===== src/design/icmec_pkg.sv =====
// Constants for the cascaded interrupt controller command-word block.
// Assumes a byte-wide host port synchronous to the system clock.
// What this block does
// - Master cascade word marks inputs carrying slaves
// - Slave keeps cascade word bits 2..0 as identity
// - Mode word sets fully nested and auto EOI
// - Mask bit n governs request input n
// - Mask one blocks input, zero allows it
// - Slave mask bits govern system levels 8..15
// - EOI word bits 7..5 select the function
// - Level field used only with specific-level flag
// - Enable and mask bit both one: special mask
// - Enable one, bit zero: normal; enable zero: unchanged
// - Poll bit makes next even-port read return poll data
// - Read-select 10 picks request register on even reads
// - Read-select 11 picks in-service; bit1 zero keeps
// - After init word, three odd writes load config
// - Odd-port read returns interrupt mask register
// - Read selection persists except in polled operation
// - Special mask: only masked and in-service levels inhibited
package icmec_pkg;
    localparam int unsigned NUM_LEVELS = 8;
    // Even-port write decode
    localparam int unsigned INIT_BIT        = 4;
    localparam int unsigned OCW_SEL_BIT     = 3;
    // End-of-interrupt word fields
    localparam int unsigned ROT_BIT         = 7;
    localparam int unsigned SPEC_BIT        = 6;
    localparam int unsigned EOI_BIT         = 5;
    localparam int unsigned LVL_HI          = 2;
    // Status-select word fields
    localparam int unsigned SMASK_EN_BIT    = 6;
    localparam int unsigned SMASK_BIT       = 5;
    localparam int unsigned POLL_BIT        = 2;
    localparam int unsigned RR_BIT          = 1;
    localparam int unsigned RIS_BIT         = 0;
    // Mode word fields
    localparam int unsigned SFN_BIT         = 4;
    localparam int unsigned AUTO_END_OF_INTERRUPT_BIT        = 1;
    // End-of-interrupt function codes {rotate, specific, eoi}
    localparam logic [2:0] CMD_NS_EOI       = 3'h1;
    localparam logic [2:0] CMD_SP_EOI       = 3'h3;
    localparam logic [2:0] CMD_ROT_NS_EOI   = 3'h5;
    localparam logic [2:0] CMD_ROT_AUTO_SET = 3'h4;
    localparam logic [2:0] CMD_ROT_AUTO_CLR = 3'h0;
    localparam logic [2:0] CMD_ROT_SP_EOI   = 3'h7;
    localparam logic [2:0] CMD_SET_PRIO     = 3'h6;
    // Reset and initialization values
    localparam logic [7:0] MASK_INIT        = 8'h00;
    localparam logic [7:0] CASCADE_INIT     = 8'h02;
    localparam logic [2:0] LOWEST_INIT      = 3'h7;
    localparam logic [7:0] ZERO_BYTE        = 8'h00;
    // Initialization sequencer, one-hot
    typedef enum logic [3:0] {
        ICMEC_READY    = 4'h1,
        ICMEC_WAIT_VEC = 4'h2,
        ICMEC_WAIT_CAS = 4'h4,
        ICMEC_WAIT_MOD = 4'h8
    } icmec_state_t;
endpackage


===== src/design/icmec_prio_pick.sv =====
// Rotating priority picker for eight interrupt levels.
// Assumes lowest_i names the level holding lowest priority.
`timescale 1ns/1ps
module icmec_prio_pick (
    input  wire logic [7:0] vec_i,     // Candidate levels
    input  wire logic [2:0] lowest_i,  // Level of lowest priority
    output logic            valid_o,   // Any candidate present
    output logic [2:0]      level_o    // Highest-priority candidate
);
    ////////////////////////////////////////////////////////////////////////////
    // Scan from the level after the lowest, wrapping round
    always_comb begin
        logic [2:0] idx;
        idx     = 3'h0;
        valid_o = 1'b0;
        level_o = 3'h0;
        for (int k = icmec_pkg::NUM_LEVELS - 1; k >= 0; k--) begin
            idx = lowest_i + 3'h1 + 3'(k);
            if (vec_i[idx]) begin
                valid_o = 1'b1;
                level_o = idx;
            end
        end
    end
endmodule


===== src/design/icmec_ctrl.sv =====
// One interrupt controller: command words, mask, in-service and poll.
// Assumes host strobes are one-cycle pulses on clk_i; requests are pins.
`timescale 1ns/1ps
module icmec_ctrl #(
    parameter bit IS_SLAVE = 1'b0                // Slave serves levels 8..15
) (
    input  wire logic       clk_i,               // 40 MHz system clock
    input  wire logic       rst_n_i,             // Async reset, active low
    input  wire logic       cs_i,                // Controller selected
    input  wire logic       a0_i,                // Port select: 0 even, 1 odd
    input  wire logic       wr_i,                // Write strobe, one cycle
    input  wire logic       rd_i,                // Read strobe, one cycle
    input  wire logic [7:0] wdata_i,             // Write data
    input  wire logic [7:0] irq_i,               // Request pins, level high
    input  wire logic       int_ack_i,           // Acknowledge pulse
    output logic      [7:0] rdata_o,             // Read data, held
    output logic            int_o,               // Interrupt to processor
    output logic      [3:0] int_level_o,         // System level pending
    output logic      [7:0] cascade_cfg_o,       // Slave map or identity
    output logic      [7:0] vector_base_o,       // Vector-base word
    output logic            special_nested_o,    // Fully nested option
    output logic            auto_eoi_o,          // Auto EOI option
    output logic            special_mask_o       // Special mask mode
);
    if (IS_SLAVE !== 1'b0 && IS_SLAVE !== 1'b1) begin : g_chk
        $error("IS_SLAVE must be 0 or 1");
    end

    ////////////////////////////////////////////////////////////////////////////
    // Reset release and request synchronisers
    logic [1:0] rst_sync_q;
    logic       rst_n;
    logic [7:0] irq_meta_q;
    logic [7:0] irr_q;

    always_ff @(posedge clk_i or negedge rst_n_i) begin
        if (!rst_n_i) begin
            rst_sync_q <= 2'h0;
        end else begin
            rst_sync_q <= {rst_sync_q[0], 1'b1};
        end
    end
    assign rst_n = rst_sync_q[1];

    // Level-sensitive request register, two stages from the pins
    always_ff @(posedge clk_i or negedge rst_n) begin
        if (!rst_n) begin
            irq_meta_q <= 8'h00;
            irr_q      <= 8'h00;
        end else begin
            irq_meta_q <= irq_i;
            irr_q      <= irq_meta_q;
        end
    end

    ////////////////////////////////////////////////////////////////////////////
    // Priority rank: zero is highest, measured from lowest level
    function automatic logic [2:0] rank(input logic [2:0] lvl, input logic [2:0] low);
        rank = lvl - low - 3'h1;
    endfunction

    ////////////////////////////////////////////////////////////////////////////
    // State
    icmec_pkg::icmec_state_t state_q, state_d;
    logic [7:0] imr_q, isr_q, isr_d, cas_q, vec_q;
    logic [2:0] lowest_q, lowest_d;
    logic       sfn_q, auto_end_of_interrupt_q, smm_q, poll_q, ris_q, rot_auto_q;
    logic       int_q;
    logic [3:0] lvl_q;
    logic [7:0] rdata_q;

    ////////////////////////////////////////////////////////////////////////////
    // Port decode
    wire wr_even  = cs_i & wr_i & ~a0_i;
    wire wr_odd   = cs_i & wr_i & a0_i;
    wire rd_even  = cs_i & rd_i & ~a0_i;
    wire rd_odd   = cs_i & rd_i & a0_i;
    wire wr_init  = wr_even & wdata_i[icmec_pkg::INIT_BIT];
    wire wr_ocw   = wr_even & ~wdata_i[icmec_pkg::INIT_BIT];
    wire wr_eoi   = wr_ocw & ~wdata_i[icmec_pkg::OCW_SEL_BIT];
    wire wr_sel   = wr_ocw & wdata_i[icmec_pkg::OCW_SEL_BIT];
    wire ready    = (state_q == icmec_pkg::ICMEC_READY);
    wire wr_mask  = wr_odd & ready;
    wire [2:0] eoi_cmd = wdata_i[icmec_pkg::ROT_BIT:icmec_pkg::EOI_BIT];
    wire [2:0] eoi_lvl = wdata_i[icmec_pkg::LVL_HI:0];

    ////////////////////////////////////////////////////////////////////////////
    // Candidates: masked inputs never compete; special mask frees others
    wire [7:0] req_eff = irr_q & ~imr_q & (smm_q ? ~isr_q : 8'hff);
    wire [7:0] isr_eff = smm_q ? (isr_q & imr_q & 8'h00) : isr_q;
    logic       req_v, isr_v;
    logic [2:0] req_l, isr_l;

    icmec_prio_pick u_req_pick (
        .vec_i    (req_eff),
        .lowest_i (lowest_q),
        .valid_o  (req_v),
        .level_o  (req_l)
    );

    icmec_prio_pick u_isr_pick (
        .vec_i    (isr_eff),
        .lowest_i (lowest_q),
        .valid_o  (isr_v),
        .level_o  (isr_l)
    );

    // Fully nested lets an equal level through, so slaves can re-interrupt
    wire rank_ok  = sfn_q ? (rank(req_l, lowest_q) <= rank(isr_l, lowest_q))
                          : (rank(req_l, lowest_q) <  rank(isr_l, lowest_q));
    wire pending  = req_v & (~isr_v | rank_ok);
    wire poll_rd  = rd_even & poll_q;
    wire take     = (int_ack_i | poll_rd) & pending;

    ////////////////////////////////////////////////////////////////////////////
    // In-service and rotation next state; acknowledge set wins over clear
    always_comb begin
        isr_d    = isr_q;
        lowest_d = lowest_q;
        if (wr_init) begin
            isr_d    = icmec_pkg::ZERO_BYTE;
            lowest_d = icmec_pkg::LOWEST_INIT;
        end else if (wr_eoi && ready) begin
            case (eoi_cmd)
                icmec_pkg::CMD_NS_EOI: begin
                    if (isr_v) isr_d[isr_l] = 1'b0;
                end
                icmec_pkg::CMD_SP_EOI: begin
                    isr_d[eoi_lvl] = 1'b0;
                end
                icmec_pkg::CMD_ROT_NS_EOI: begin
                    if (isr_v) begin
                        isr_d[isr_l] = 1'b0;
                        lowest_d     = isr_l;
                    end
                end
                icmec_pkg::CMD_ROT_SP_EOI: begin
                    isr_d[eoi_lvl] = 1'b0;
                    lowest_d       = eoi_lvl;
                end
                icmec_pkg::CMD_SET_PRIO: begin
                    lowest_d = eoi_lvl;
                end
                default: begin
                end
            endcase
        end
        if (take) begin
            if (!auto_end_of_interrupt_q) begin
                isr_d[req_l] = 1'b1;
            end
            if (auto_end_of_interrupt_q && rot_auto_q) begin
                lowest_d = req_l;
            end
        end
    end

    ////////////////////////////////////////////////////////////////////////////
    // Initialization sequencer
    always_comb begin
        state_d = state_q;
        case (state_q)
            icmec_pkg::ICMEC_READY:    state_d = state_q;
            icmec_pkg::ICMEC_WAIT_VEC: if (wr_odd) state_d = icmec_pkg::ICMEC_WAIT_CAS;
            icmec_pkg::ICMEC_WAIT_CAS: if (wr_odd) state_d = icmec_pkg::ICMEC_WAIT_MOD;
            icmec_pkg::ICMEC_WAIT_MOD: if (wr_odd) state_d = icmec_pkg::ICMEC_READY;
            default:                   state_d = icmec_pkg::ICMEC_READY;
        endcase
        if (wr_init) begin
            state_d = icmec_pkg::ICMEC_WAIT_VEC;
        end
    end

    ////////////////////////////////////////////////////////////////////////////
    // Sequencer, priority and in-service registers
    always_ff @(posedge clk_i or negedge rst_n) begin
        if (!rst_n) begin
            state_q  <= icmec_pkg::ICMEC_READY;
            isr_q    <= icmec_pkg::ZERO_BYTE;
            lowest_q <= icmec_pkg::LOWEST_INIT;
        end else begin
            state_q  <= state_d;
            isr_q    <= isr_d;
            lowest_q <= lowest_d;
        end
    end

    // Configuration words loaded in order after the init word
    always_ff @(posedge clk_i or negedge rst_n) begin
        if (!rst_n) begin
            vec_q  <= icmec_pkg::ZERO_BYTE;
            cas_q  <= icmec_pkg::CASCADE_INIT;
            sfn_q  <= 1'b0;
            auto_end_of_interrupt_q <= 1'b0;
        end else if (wr_init) begin
            cas_q  <= icmec_pkg::CASCADE_INIT;
        end else if (wr_odd) begin
            if (state_q == icmec_pkg::ICMEC_WAIT_VEC) begin
                vec_q <= wdata_i;
            end
            if (state_q == icmec_pkg::ICMEC_WAIT_CAS) begin
                cas_q <= IS_SLAVE ? {5'h00, wdata_i[2:0]}
                                  : wdata_i;
            end
            if (state_q == icmec_pkg::ICMEC_WAIT_MOD) begin
                sfn_q  <= wdata_i[icmec_pkg::SFN_BIT];
                auto_end_of_interrupt_q <= wdata_i[icmec_pkg::AUTO_END_OF_INTERRUPT_BIT];
            end
        end
    end

    // Mask register; bit n governs input n
    always_ff @(posedge clk_i or negedge rst_n) begin
        if (!rst_n) begin
            imr_q <= icmec_pkg::MASK_INIT;
        end else if (wr_init) begin
            imr_q <= icmec_pkg::MASK_INIT;
        end else if (wr_mask) begin
            imr_q <= wdata_i;
        end
    end

    ////////////////////////////////////////////////////////////////////////////
    // Status-select word: special mask, poll and read selection
    always_ff @(posedge clk_i or negedge rst_n) begin
        if (!rst_n) begin
            smm_q      <= 1'b0;
            poll_q     <= 1'b0;
            ris_q      <= 1'b0;
            rot_auto_q <= 1'b0;
        end else if (wr_init) begin
            smm_q      <= 1'b0;
            poll_q     <= 1'b0;
            ris_q      <= 1'b0;
            rot_auto_q <= 1'b0;
        end else begin
            if (wr_sel && ready) begin
                if (wdata_i[icmec_pkg::SMASK_EN_BIT]) begin
                    smm_q <= wdata_i[icmec_pkg::SMASK_BIT];
                end
                if (wdata_i[icmec_pkg::RR_BIT]) begin
                    ris_q <= wdata_i[icmec_pkg::RIS_BIT];
                end
                poll_q <= wdata_i[icmec_pkg::POLL_BIT];
            end else if (poll_rd) begin
                poll_q <= 1'b0;
            end
            if (wr_eoi && ready && eoi_cmd == icmec_pkg::CMD_ROT_AUTO_SET) begin
                rot_auto_q <= 1'b1;
            end
            if (wr_eoi && ready && eoi_cmd == icmec_pkg::CMD_ROT_AUTO_CLR) begin
                rot_auto_q <= 1'b0;
            end
        end
    end

    ////////////////////////////////////////////////////////////////////////////
    // Read data: held until the next read strobe
    wire [7:0] poll_word  = {pending, 4'h0, req_l};
    wire [7:0] stat_word  = ris_q ? isr_q : irr_q;
    wire [7:0] even_word  = poll_q ? poll_word : stat_word;
    always_ff @(posedge clk_i or negedge rst_n) begin
        if (!rst_n) begin
            rdata_q <= icmec_pkg::ZERO_BYTE;
        end else if (rd_even) begin
            rdata_q <= even_word;
        end else if (rd_odd) begin
            rdata_q <= imr_q;
        end
    end

    // Interrupt line and the system level it stands for
    always_ff @(posedge clk_i or negedge rst_n) begin
        if (!rst_n) begin
            int_q <= 1'b0;
            lvl_q <= 4'h0;
        end else begin
            int_q <= pending & ready;
            lvl_q <= {IS_SLAVE, req_l};
        end
    end

    assign rdata_o          = rdata_q;
    assign int_o            = int_q;
    assign int_level_o      = lvl_q;
    assign cascade_cfg_o    = cas_q;
    assign vector_base_o    = vec_q;
    assign special_nested_o = sfn_q;
    assign auto_eoi_o       = auto_end_of_interrupt_q;
    assign special_mask_o   = smm_q;
endmodule


===== config.mk =====
export PLATFORM = sky130hd
export DESIGN_NAME = icmec_ctrl
export DESIGN_NICKNAME = d
export VERILOG_FILES = /design/src/design/icmec_pkg.sv /design/src/design/icmec_prio_pick.sv /design/src/design/icmec_ctrl.sv
export SDC_FILE = /design/constraint.sdc
export NUM_CORES = 1
export LEC_CHECK = 0
export BUFFER_PORTS_ARGS = -buffer_cell sky130_fd_sc_hd__buf_2
export CAP_MARGIN = 20
export CORE_MARGIN = 2
export CORE_UTILIZATION = 39
export CTS_CLUSTER_DIAMETER = 80
export CTS_CLUSTER_SIZE = 25
export DETAILED_ROUTE_END_ITERATION = 10
export HOLD_SLACK_MARGIN = 0.02
export MAX_ROUTING_LAYER = met4
export PLACE_DENSITY = 0.66
export SYNTH_ARGS = -nofsm -noshare
export SYNTH_HDL_FRONTEND = slang
export SYNTH_SLANG_ARGS = --single-unit

===== constraint.sdc =====
create_clock -name clk_i -period 4.6 [get_ports clk_i]
set_input_delay 0.46 -clock clk_i [delete_from_list [all_inputs] [get_ports clk_i]]
set_output_delay 0.46 -clock clk_i [all_outputs]
set_load 0.02 [all_outputs]

==> results of run 1 <==
-- cell type report --
cell class,count,area (µm²),share of cell area
multi-input combinational,464,3660,0.485
sequential,75,1880,0.249
timing repair buffer,196,1420,0.188
clock buffer,9,225,0.0298
tap,180,225,0.0298
inverter,17,76.3,0.0101
clock inverter,7,62.6,0.00828
-- logic make-up (layout without fill, tap and decap cells) --
kind of cell,Yosys count,count (layout)
simple gates,219,219
compound gates,157,157
flops,75,75
mux,66,66
buf+inv,54,229
xor+xnor,11,11
fa+ha+maj,9,9
other cells,2,2
-- per-stage QoR --
step                total power [µW]  utilization  TNS, ns
finish                          6250        0.551    -4.77
global route                    6610        0.551    -7.87
CTS                             5830        0.536    -3.93
detailed placement              4770        0.490    -5.05
global placement                4700        0.490    -2.86
floorplan                       3150            -    -4.78
-- Yosys cell counts (6+ instances only) --
cell	instances	area, µm²
clkbuf_1	19	71.3
dfrtp_1	70	1750
ha_1	7	87.6
mux2_2	19	214
a211oi_1	7	52.6
and3_1	6	37.5
o21ai_0	24	120
nand3_1	21	105
nor3_1	14	70.1
xnor2_1	7	61.3
nor2_1	47	176
nand2b_1	13	81.3
a22oi_1	6	45.0
a21oi_1	32	160
o211ai_1	9	67.6
inv_1	11	41.3
nand2_1	52	195
mux4_2	10	225
buf_2	9	45.0
nor2b_1	17	106
mux2i_1	35	350
a31oi_1	11	68.8
o31ai_1	10	75.1
and2_1	15	93.8
-- layout by cell type, fill, tap and decap left out, drive strengths merged, types with 15 or more instances in the layout --
cell type / Yosys / routed
buf: 18 / 195
dfrtp: 70 / 70
nand2: 52 / 52
nor2: 47 / 47
mux2i: 37 / 37
a21oi: 33 / 33
o21ai: 26 / 26
inv: 16 / 22
nand3: 21 / 21
mux2: 19 / 19
and2: 17 / 17
nor2b: 17 / 17
nor3: 15 / 15
-- power by group through the flow --
stage / Clock (µW) / Combinational [µW] / Sequential [µW]
5_1_grt: 723 / 5040 / 852
2_1_floorplan: 0 / 2270 / 880
3_3_place_gp: 0 / 3850 / 851
3_5_place_dp: 0 / 3920 / 854
6_report: 683 / 4720 / 843
4_1_cts: 694 / 4290 / 842
-- how the worst max path moves through the flow --
| stage | to | slack, ns | cells past startpoint |
|---|---|---|---|
| CTS | lowest_q[1] | -0.39 | 21 |
| finish | lowest_q[1] | -0.44 | 23 |
| global placement | lowest_q[2] | -0.32 | 22 |
| detailed placement | lowest_q[1] | -0.48 | 22 |
| global route | lowest_q[1] | -0.70 | 24 |
| floorplan | isr_q[4] | -0.46 | 26 |
-- registers in the layout (all words and copies together) (netlist names) --
signal	cells
cascade_cfg_o	8
imr_q	8
irq_meta_q	8
irr_q	8
isr_q	8
rdata_o	8
vector_base_o	8
state_q	4
int_level_o	3
lowest_q	3
rst_sync_q	2
auto_eoi_o	1
int_o	1
poll_q	1
ris_q	1
rot_auto_q	1
special_mask_o	1
special_nested_o	1
-- metal layers --
metal | wire length [µm] | vias to the layer above | global-route usage
met5 | 0 | - | -
met4 | 447 | 0 | 0.0898
met3 | 714 | 36 | 0.0346
met2 | 8870 | 175 | 0.425
met1 | 7680 | 2707 | 0.312
li1 | - | 2536 | -
-- critical path: stages, from the launching register on --
cell and delay [ns]:
dfstp_2 0.60, inv_8 0.04, ha_4 0.30, buf_6 0.11, buf_6 0.08, mux4_2 0.52, nand2b_4 0.11, nand3_4 0.08
nor4_4 0.28, mux2i_1 0.11, a311o_1 0.36, ha_2 0.19, fa_2 0.52, inv_2 0.04, ha_4 0.23, nor2b_4 0.12
o21a_1 0.17, o21ai_1 0.11, a21oi_1 0.06, a31oi_1 0.21, buf_4 0.16, nand4_1 0.19, a21boi_2 0.23, a2bb2oi_2 0.13
-- timing repair --
action	CTS	global route
hold endpoints to repair	2	0
gates resized for setup	50	27
hold buffers	1	0
pin swaps	23	15
endpoints found under the setup margin	13	13
setup buffers	14	12
==> impl_metrics.csv, run 1 <==
group,metric,value,unit
status,outcome,"finished, violations left",
status,violations,"negative setup slack",
flow_run,drv_cap,0,
synthesis,syn_inst,593,
pwr,power.leakage,0.00342,µW
grt,grt_overflow,0,
cts,cts.sinks,75,
cts,clk_latency,0.34,ns
pwr,seq_power_share,0.135,
placed_design,dp_cells,906,
route,final_antenna_net_count,0,
route,vias,5454,
worst_setup_path,worstPathRequired,4.87,ns
cts,clk_pin_slew_worst_paths,0.07,ns
placed_design,place_hpwl,13.4,mm
sta,slew_viol_final,0,
sta,layout_min_cycle_time,5.04,ns
cts,cts_buffers,9,
synthesis,synth-seq-cells,75,
route,drt_first_pass_iters,5,
placed_design,io_buffer_count,53,
pwr,combPwrFrac,0.756,
finish,nFillCells,1264,
sta,tightestPinTransition,0.952,ns
placed_design,placed_area,6720,µm²
sta,hold_viol,0,
cts,cts_tree,"yes",
synthesis,synth_xor_area_frac,0.0221,
sta,rsz0062_at_grt,"yes",
pwr,intPower,3510,µW
route,via_per_inst,5.75,
min_path,hp-class,"input port to register",
finish,syn2layout_area_growth,39.0,%
worst_setup_path,crit_path_end_kind,"register",
floorplan,die_w,122,µm
worst_setup_path,startpoint_type,"register",
pwr,clockPowerShare,0.109,
worst_setup_path,rr_worst_depth,23,
sta,fin_crit_sh,1.09,
sta,relSlewSlack,0.357,
finish,post_route_cells_drive_above_1_share,0.415,
route,drc,0,
pwr,p_switching,2740,µW
floorplan,row_count,43,
synthesis,async_flop_share,1.00,
floorplan,ios,55,
grt,grt_max_degree,74,
floorplan,start_util,0.396,
placed_design,place_ws,-0.483,ns
pwr,vdd_ir_drop_max,0.465,mV
synthesis,syn-cell-area,5430,µm²
worst_setup_path,cp.arrival,5.31,ns
sta,final-setup-viol-count,13,
pwr,powerDensity,827,nW/µm²
min_path,hold_start,"irq_i[7]",
cts,htreeDepth,3,
worst_setup_path,reg2reg_to,"lowest_q[1]",
sta,finClkSkew,0.00653,ns
finish,layout.cells.non_filler,948,
synthesis,synth_edf_count,0,
finish,fin_area,7550,µm²
synthesis,yosysWarnings,0,
worst_setup_path,worstReg2RegStart,"lowest_q[0]",
route,routedWlPerCell,18.7,µm
pwr,switching_share,0.438,
cts,root_buffer,"clkbuf_16",
sta,max_freq,0.199,GHz
worst_setup_path,r2r_slack,-0.44,ns
route,drt_iter0_markers,363,
sta,hold_ws,0.222,ns
synthesis,yosys.area_share.simple,0.208,
synthesis,ys.flop_type,"dfrtp_1",
floorplan,core,13700,µm²
min_path,worstHoldEndpoint,"irq_meta_q[7]",
grt,grt_pass1_wl,28.5,mm
placed_design,gp_congestion,0.921,
synthesis,syn-num-nets,625,
finish,nNetsFinal,795,
synthesis,seq_area_frac_synth,0.347,
synthesis,synth-compound-area-share,0.201,
synthesis,synth_top_family_by_area,"simple AND/OR/NAND/NOR gates",
synthesis,synth_mux_area_frac,0.152,
finish,num_antenna_cells,0,
grt,grt_pass1_vias,5527,
grt,antenna_found_initial,0,
sta,setup_slack,-0.436,ns
cts,cts.path.max_buffers,2,
synthesis,synth_fa_ha_area_frac,0.0235,
floorplan,die_h,122,µm
worst_setup_path,cp-startpoint,"lowest_q[0]",
min_path,whs_path_depth,1,
floorplan,die_area,14900,µm²
grt,grtUsageTotal,0.253,
worst_setup_path,crit_type,"register to register",
synthesis,synth_cell_types,83,
worst_setup_path,path_max_fanout,5,
route,wl,17.7,mm
synthesis,synth.avg_cell_area,9.16,µm²
Note: power is estimated with default switching activity, not from simulation.
==> run 2, diff against run 1 <==
--- a/config.mk
+++ b/config.mk
@@ -14,7 +14,7 @@
 export DETAILED_ROUTE_END_ITERATION = 10
 export HOLD_SLACK_MARGIN = 0.02
 export MAX_ROUTING_LAYER = met4
-export PLACE_DENSITY = 0.66
+export PLACE_DENSITY = 0.68
 export SYNTH_ARGS = -nofsm -noshare
 export SYNTH_HDL_FRONTEND = slang
 export SYNTH_SLANG_ARGS = --single-unit
==> constraint.sdc (replaced) <==
create_clock -name clk_i -period 4.5 [get_ports clk_i]
set_input_delay 0.45 -clock clk_i [delete_from_list [all_inputs] [get_ports clk_i]]
set_output_delay 0.45 -clock clk_i [all_outputs]
set_load 0.02 [all_outputs]
==> impl_metrics.csv, run 2 (synthesis results as in run 1) <==
group,metric,value,unit
finish,final_cell_mix,"159 x buf_4, 69 x dfrtp_1, 53 x buf_2, 51 x nand2_1, 42 x nor2_1",
worst_setup_path,worstReg2RegStart,"lowest_q[0]",
pwr,powerDensity,844,nW/µm²
finish,multiInputGateArea,3750,µm²
pwr,switching_share,0.429,
route,wl,18.3,mm
floorplan,die_h,122,µm
finish,syn2layout_area_growth,44.7,%
floorplan,row_count,43,
cts,clk_pin_slew_worst_paths,0.06,ns
sta,slew_viol_final,0,
finish,seq_area,1880,µm²
grt,grtUsageTotal,0.258,
worst_setup_path,path_max_fanout,5,
pwr,p_total,6640,µW
floorplan,ios,55,
grt,antenna_found_initial,0,
sta,final-setup-viol-count,13,
cts,root_buffer,"clkbuf_16",
cts,cts.sinks,75,
grt,grt_max_degree,38,
pwr,power.leakage,0.00357,µW
route,routedWlPerCell,18.8,µm
pwr,vdd_ir_drop_max,0.612,mV
pwr,combPwrFrac,0.762,
pwr,clockPowerShare,0.109,
status,violations,"negative setup slack",
finish,num_antenna_cells,0,
route,drt_first_pass_iters,5,
cts,htreeDepth,3,
min_path,hp-class,"input port to register",
sta,fin_crit_sh,1.10,
placed_design,io_buffer_count,53,
grt,grt_overflow,0,
worst_setup_path,worstPathRequired,4.74,ns
floorplan,start_util,0.396,
sta,max_freq,0.202,GHz
grt,grt_pass1_wl,29.1,mm
finish,nFillCells,1194,
worst_setup_path,cpMaxStageDelayCell,"dfstp_2",
floorplan,die_w,122,µm
finish,final_common_cell,"buf_4",
cts,cts.path.max_buffers,2,
pwr,seq_power_share,0.129,
sta,hold_ws,0.217,ns
worst_setup_path,cp_cell_sequence,"buf_12 > ha_4 > buf_4 > xor2_2 > buf_6 > buf_4 > nand4_1 > o311ai_2 > buf_4 > nor4_4 > mux2i_1 > a311o_1 > ha_2 > fa_2 > xnor2_1 > xnor2_1 > ha_1 > o21a_1 > o21ai_1 > a21oi_1 > a31oi_2 > nand3b_1 > nand2b_4 > o31ai_2",
route,drt_iter0_markers,421,
grt,grt_pass1_vias,5686,
worst_setup_path,startpoint_type,"register",
cts,cts_tree,"yes",
worst_setup_path,slowest_delay,0.63,ns
sta,layout_min_cycle_time,4.95,ns
finish,nNetsFinal,823,
floorplan,core,13700,µm²
sta,hold_viol,0,
sta,tightestPinTransition,0.928,ns
pwr,intPower,3790,µW
worst_setup_path,r2r_slack,-0.45,ns
worst_setup_path,endpoint,"isr_q[7]",
cts,cts_buffers,9,
sta,rsz0062_at_grt,"yes",
cts,clk_latency,0.33,ns
route,vias,5640,
flow_run,drv_cap,0,
worst_setup_path,crit_type,"register to register",
worst_setup_path,reg2reg_to,"isr_q[7]",
worst_setup_path,crit_path_end_kind,"register",
worst_setup_path,cp-startpoint,"lowest_q[0]",
floorplan,die_area,14900,µm²
route,drc,0,
worst_setup_path,cp.arrival,5.19,ns
worst_setup_path,rr_worst_depth,24,
status,outcome,"finished, violations left",
worst_setup_path,cpMostUsedCell,"buf_4",
placed_design,place_hpwl,13.7,mm
placed_design,place_ws,-0.685,ns
finish,post_route_cells_drive_above_1_share,0.450,
route,final_antenna_net_count,0,
placed_design,gp_congestion,0.959,
sta,relSlewSlack,0.373,
sta,finClkSkew,0.00965,ns
sta,setup_slack,-0.449,ns
route,via_per_inst,5.78,
pwr,p_switching,2850,µW
## run 2: cell type report
type                    count  area share
clock buffers              10      0.0291
clock inverters             6     0.00923
inverters                  17     0.00971
multi-input cells         464       0.477
flip-flops and latches     75       0.240
well taps                 180      0.0286
repair buffers            224       0.206
## run 2: worst min path at each step
| stage | from | end | slack (ns) | cells after the start |
|---|---|---|---|---|
| floorplan | rst_n_i | rst_sync_q[0] | 0.15 | 0 |
| global placement | rst_n_i | rst_sync_q[0] | 0.24 | 1 |
| detailed placement | rst_n_i | rst_sync_q[0] | 0.24 | 1 |
| CTS | irq_i[4] | irq_meta_q[4] | 0.21 | 1 |
| global route | irq_i[4] | irq_meta_q[4] | 0.20 | 1 |
| finish | irq_i[2] | irq_meta_q[2] | 0.22 | 1 |
## run 2: power by group through the flow
| stage | clock (µW) | combinational [µW] | sequential (µW) |
|---|---|---|---|
| floorplan | 0 | 2320 | 900 |
| global placement | 0 | 3900 | 863 |
| detailed placement | 0 | 3940 | 869 |
| CTS | 730 | 4480 | 858 |
| global route | 760 | 5390 | 869 |
| finish | 722 | 5060 | 857 |
## run 2: critical path, delay by kind of cell, from the launching register on
family / cells / cell delay (ns)
buf+inv: 5 / 0.71
compound gates: 7 / 1.15
mux: 1 / 0.11
flops: 1 / 0.63
xor+xnor: 3 / 0.44
fa+ha+maj: 4 / 0.98
simple gates: 4 / 0.82
## run 2: through the flow
stage	TNS (ns)	cells	cell area, µm²	utilization
after floorplan	-6.08	593	5540	-
after global placement	-5.53	928	6860	0.500
after detailed placement	-7.75	928	6860	0.500
after CTS	-4.67	967	7550	0.550
after global routing	-6.98	976	7860	0.573
final	-4.75	976	7860	0.573
## run 2: metal layers
metal / routed length (µm) / track usage / part of all wire
met4: 568 / 0.0855 / 0.031
met2: 9100 / 0.430 / 0.50
met1: 7620 / 0.324 / 0.42
met5: 0 / - / 0
met3: 1020 / 0.0346 / 0.056
## run 2: timing repair
item | CTS | global route
endpoints found under the hold margin | 2 | 0
setup buffers | 24 | 11
pin swaps | 24 | 22
gates resized for setup | 49 | 48
hold buffers | 1 | 0
endpoints found under the setup margin | 13 | 13
==> run 3, diff against run 2 <==
--- a/config.mk
+++ b/config.mk
@@ -13,7 +13,6 @@
 export CTS_CLUSTER_SIZE = 25
 export DETAILED_ROUTE_END_ITERATION = 10
 export HOLD_SLACK_MARGIN = 0.02
-export MAX_ROUTING_LAYER = met4
 export PLACE_DENSITY = 0.68
 export SYNTH_ARGS = -nofsm -noshare
 export SYNTH_HDL_FRONTEND = slang
==> impl_metrics.csv, run 3 (synthesis results as in run 1) <==
group,metric,value,unit
status,outcome,"finished, violations left",
status,violations,"negative setup slack",
finish,nFillCells,1236,
grt,grt_overflow,0,
pwr,powerDensity,871,nW/µm²
finish,nNetsFinal,803,
worst_setup_path,endpoint,"isr_q[5]",
floorplan,die_w,122,µm
route,wl,17.9,mm
finish,layout.cells.non_filler,956,
sta,setup_slack,-0.509,ns
pwr,vdd_ir_drop_max,0.504,mV
cts,cts.sinks,75,
floorplan,start_util,0.396,
worst_setup_path,cpMaxStageDelayCell,"dfstp_2",
finish,final_common_cell,"buf_4",
cts,cts_tree,"yes",
route,via_per_inst,5.82,
worst_setup_path,worstReg2RegStart,"lowest_q[0]",
sta,tightestPinTransition,0.970,ns
grt,use_met1,0.317,
worst_setup_path,r2r_slack,-0.51,ns
route,final_antenna_net_count,0,
placed_design,dp_cells,916,
worst_setup_path,path_depth,23,
route,drc,0,
worst_setup_path,cp-startpoint,"lowest_q[0]",
sta,slew_viol_final,0,
sta,relSlewSlack,0.351,
route,vias,5560,
sta,layout_min_cycle_time,5.01,ns
finish,final_cell_mix,"145 x buf_4, 69 x dfrtp_1, 53 x buf_2, 51 x nand2_1, 45 x nor2_1",
cts,clk_latency,0.34,ns
grt,antenna_found_initial,0,
worst_setup_path,cp_cell_sequence,"inv_8 > ha_4 > buf_8 > buf_4 > a211oi_2 > a21o_1 > nor2_1 > mux4_2 > a21o_1 > a21oi_2 > inv_2 > ha_4 > fa_2 > xor2_2 > xnor2_1 > ha_1 > o21a_1 > o21ai_2 > a21oi_2 > a31oi_4 > nand3b_1 > nand2b_4 > o31ai_4",
finish,syn2layout_area_growth,38.6,%
pwr,power.leakage,0.00346,µW
worst_setup_path,cp.arrival,5.26,ns
sta,rsz0062_at_grt,"yes",
sta,finClkSkew,0.00831,ns
worst_setup_path,rr_worst_depth,23,
finish,num_antenna_cells,0,
placed_design,io_buffer_count,53,
sta,setup_tns,-5.43,ns
floorplan,core,13700,µm²
grt,grtUsageMet3,0.0496,
finish,fin_util,0.549,
finish,fin_area,7530,µm²
worst_setup_path,slowest_delay,0.63,ns
sta,final-setup-viol-count,13,
grt,grtUsageTotal,0.251,
placed_design,placed_area,6770,µm²
worst_setup_path,startpoint_type,"register",
sta,hold_ws,0.215,ns
placed_design,gp_congestion,0.937,
sta,fin_crit_sh,1.11,
worst_setup_path,worstPathRequired,4.75,ns
worst_setup_path,path_buf_inv,4,
floorplan,ios,55,
cts,cts_buffers,9,
placed_design,place_hpwl,13.4,mm
worst_setup_path,crit_family,"compound AO/OA/AOI/OAI gates",
floorplan,die_area,14900,µm²
cts,root_buffer,"clkbuf_16",
grt,grt_pass1_vias,5654,
cts,htreeDepth,3,
route,drt_first_pass_iters,5,
worst_setup_path,crit_type,"register to register",
floorplan,die_h,122,µm
worst_setup_path,path_max_fanout,8,
route,drt_iter0_markers,449,
sta,hold_viol,0,
grt,top_usage_layer,"met2",
finish,post_route_cells_drive_above_1_share,0.416,
min_path,hp-class,"input port to register",
grt,grt_pass1_wl,29.1,mm
flow_run,drv_cap,0,
sta,max_freq,0.200,GHz
floorplan,row_count,43,
route,routedWlPerCell,18.7,µm
worst_setup_path,reg2reg_to,"isr_q[5]",
cts,cts.path.max_buffers,2,
grt,grt_max_degree,38,
cts,clk_pin_slew_worst_paths,0.06,ns
worst_setup_path,crit_path_end_kind,"register",
grt,grt_util_met2,0.416,
==> run 3: cell types whose count changed in the layout (fill, tap and decap cells not counted), sizes merged <==
cell      before  now
clkinv         1    2
buf          223  203
clkinvlp       3    1
bufinv         1    2
==> run 3: metal layers <==
layer / routed length [µm] / part of all wire
met3: 1030 / 0.057
met1: 7450 / 0.42
met4: 618 / 0.034
met2: 8820 / 0.49
met5: 0 / 0
==> run 3: metrics by stage <==
step	total power (µW)	setup slack, ns
floorplan	3220	-0.558
global placement	4720	-0.454
detailed placement	4800	-0.665
CTS	6150	-0.470
global route	6960	-0.726
finish	6560	-0.509
==> run 3: power by group <==
group          internal, µW  total [µW]  leakage [µW]  switching [µW]
Clock                   492         775      0.000155             283
Combinational          2490        4930       0.00236            2440
Sequential              785         861      0.000943            76.2
Total                  3770        6560       0.00346            2790
==> run 3: area by class of cell <==
class | count | area, µm² | area share
Timing Repair Buffer | 204 | 1420 | 0.189
Clock inverter | 6 | 96.3 | 0.0128
Tap cell | 180 | 225 | 0.0299
Inverter | 17 | 73.8 | 0.00980
Sequential cell | 75 | 1880 | 0.250
Multi-Input combinational cell | 464 | 3600 | 0.478
Clock buffer | 10 | 229 | 0.0304
==> run 3: worst min path at each step <==
stage / startpoint / endpoint / cells past startpoint
after CTS: irq_i[5] / irq_meta_q[5] / 1
after global routing: irq_i[4] / irq_meta_q[4] / 1
after global placement: rst_n_i / rst_sync_q[0] / 1
final: irq_i[5] / irq_meta_q[5] / 1
after floorplan: rst_n_i / rst_sync_q[0] / 0
after detailed placement: rst_n_i / rst_sync_q[0] / 1
==> run 3: repair_timing <==
action	4_1_cts	5_1_grt
resized for setup	35	21
hold buffers	1	0
endpoints found under the setup margin	13	13
gates cloned	0	0
pin swaps	20	18
endpoints found under the hold margin	2	0
setup buffers	15	8
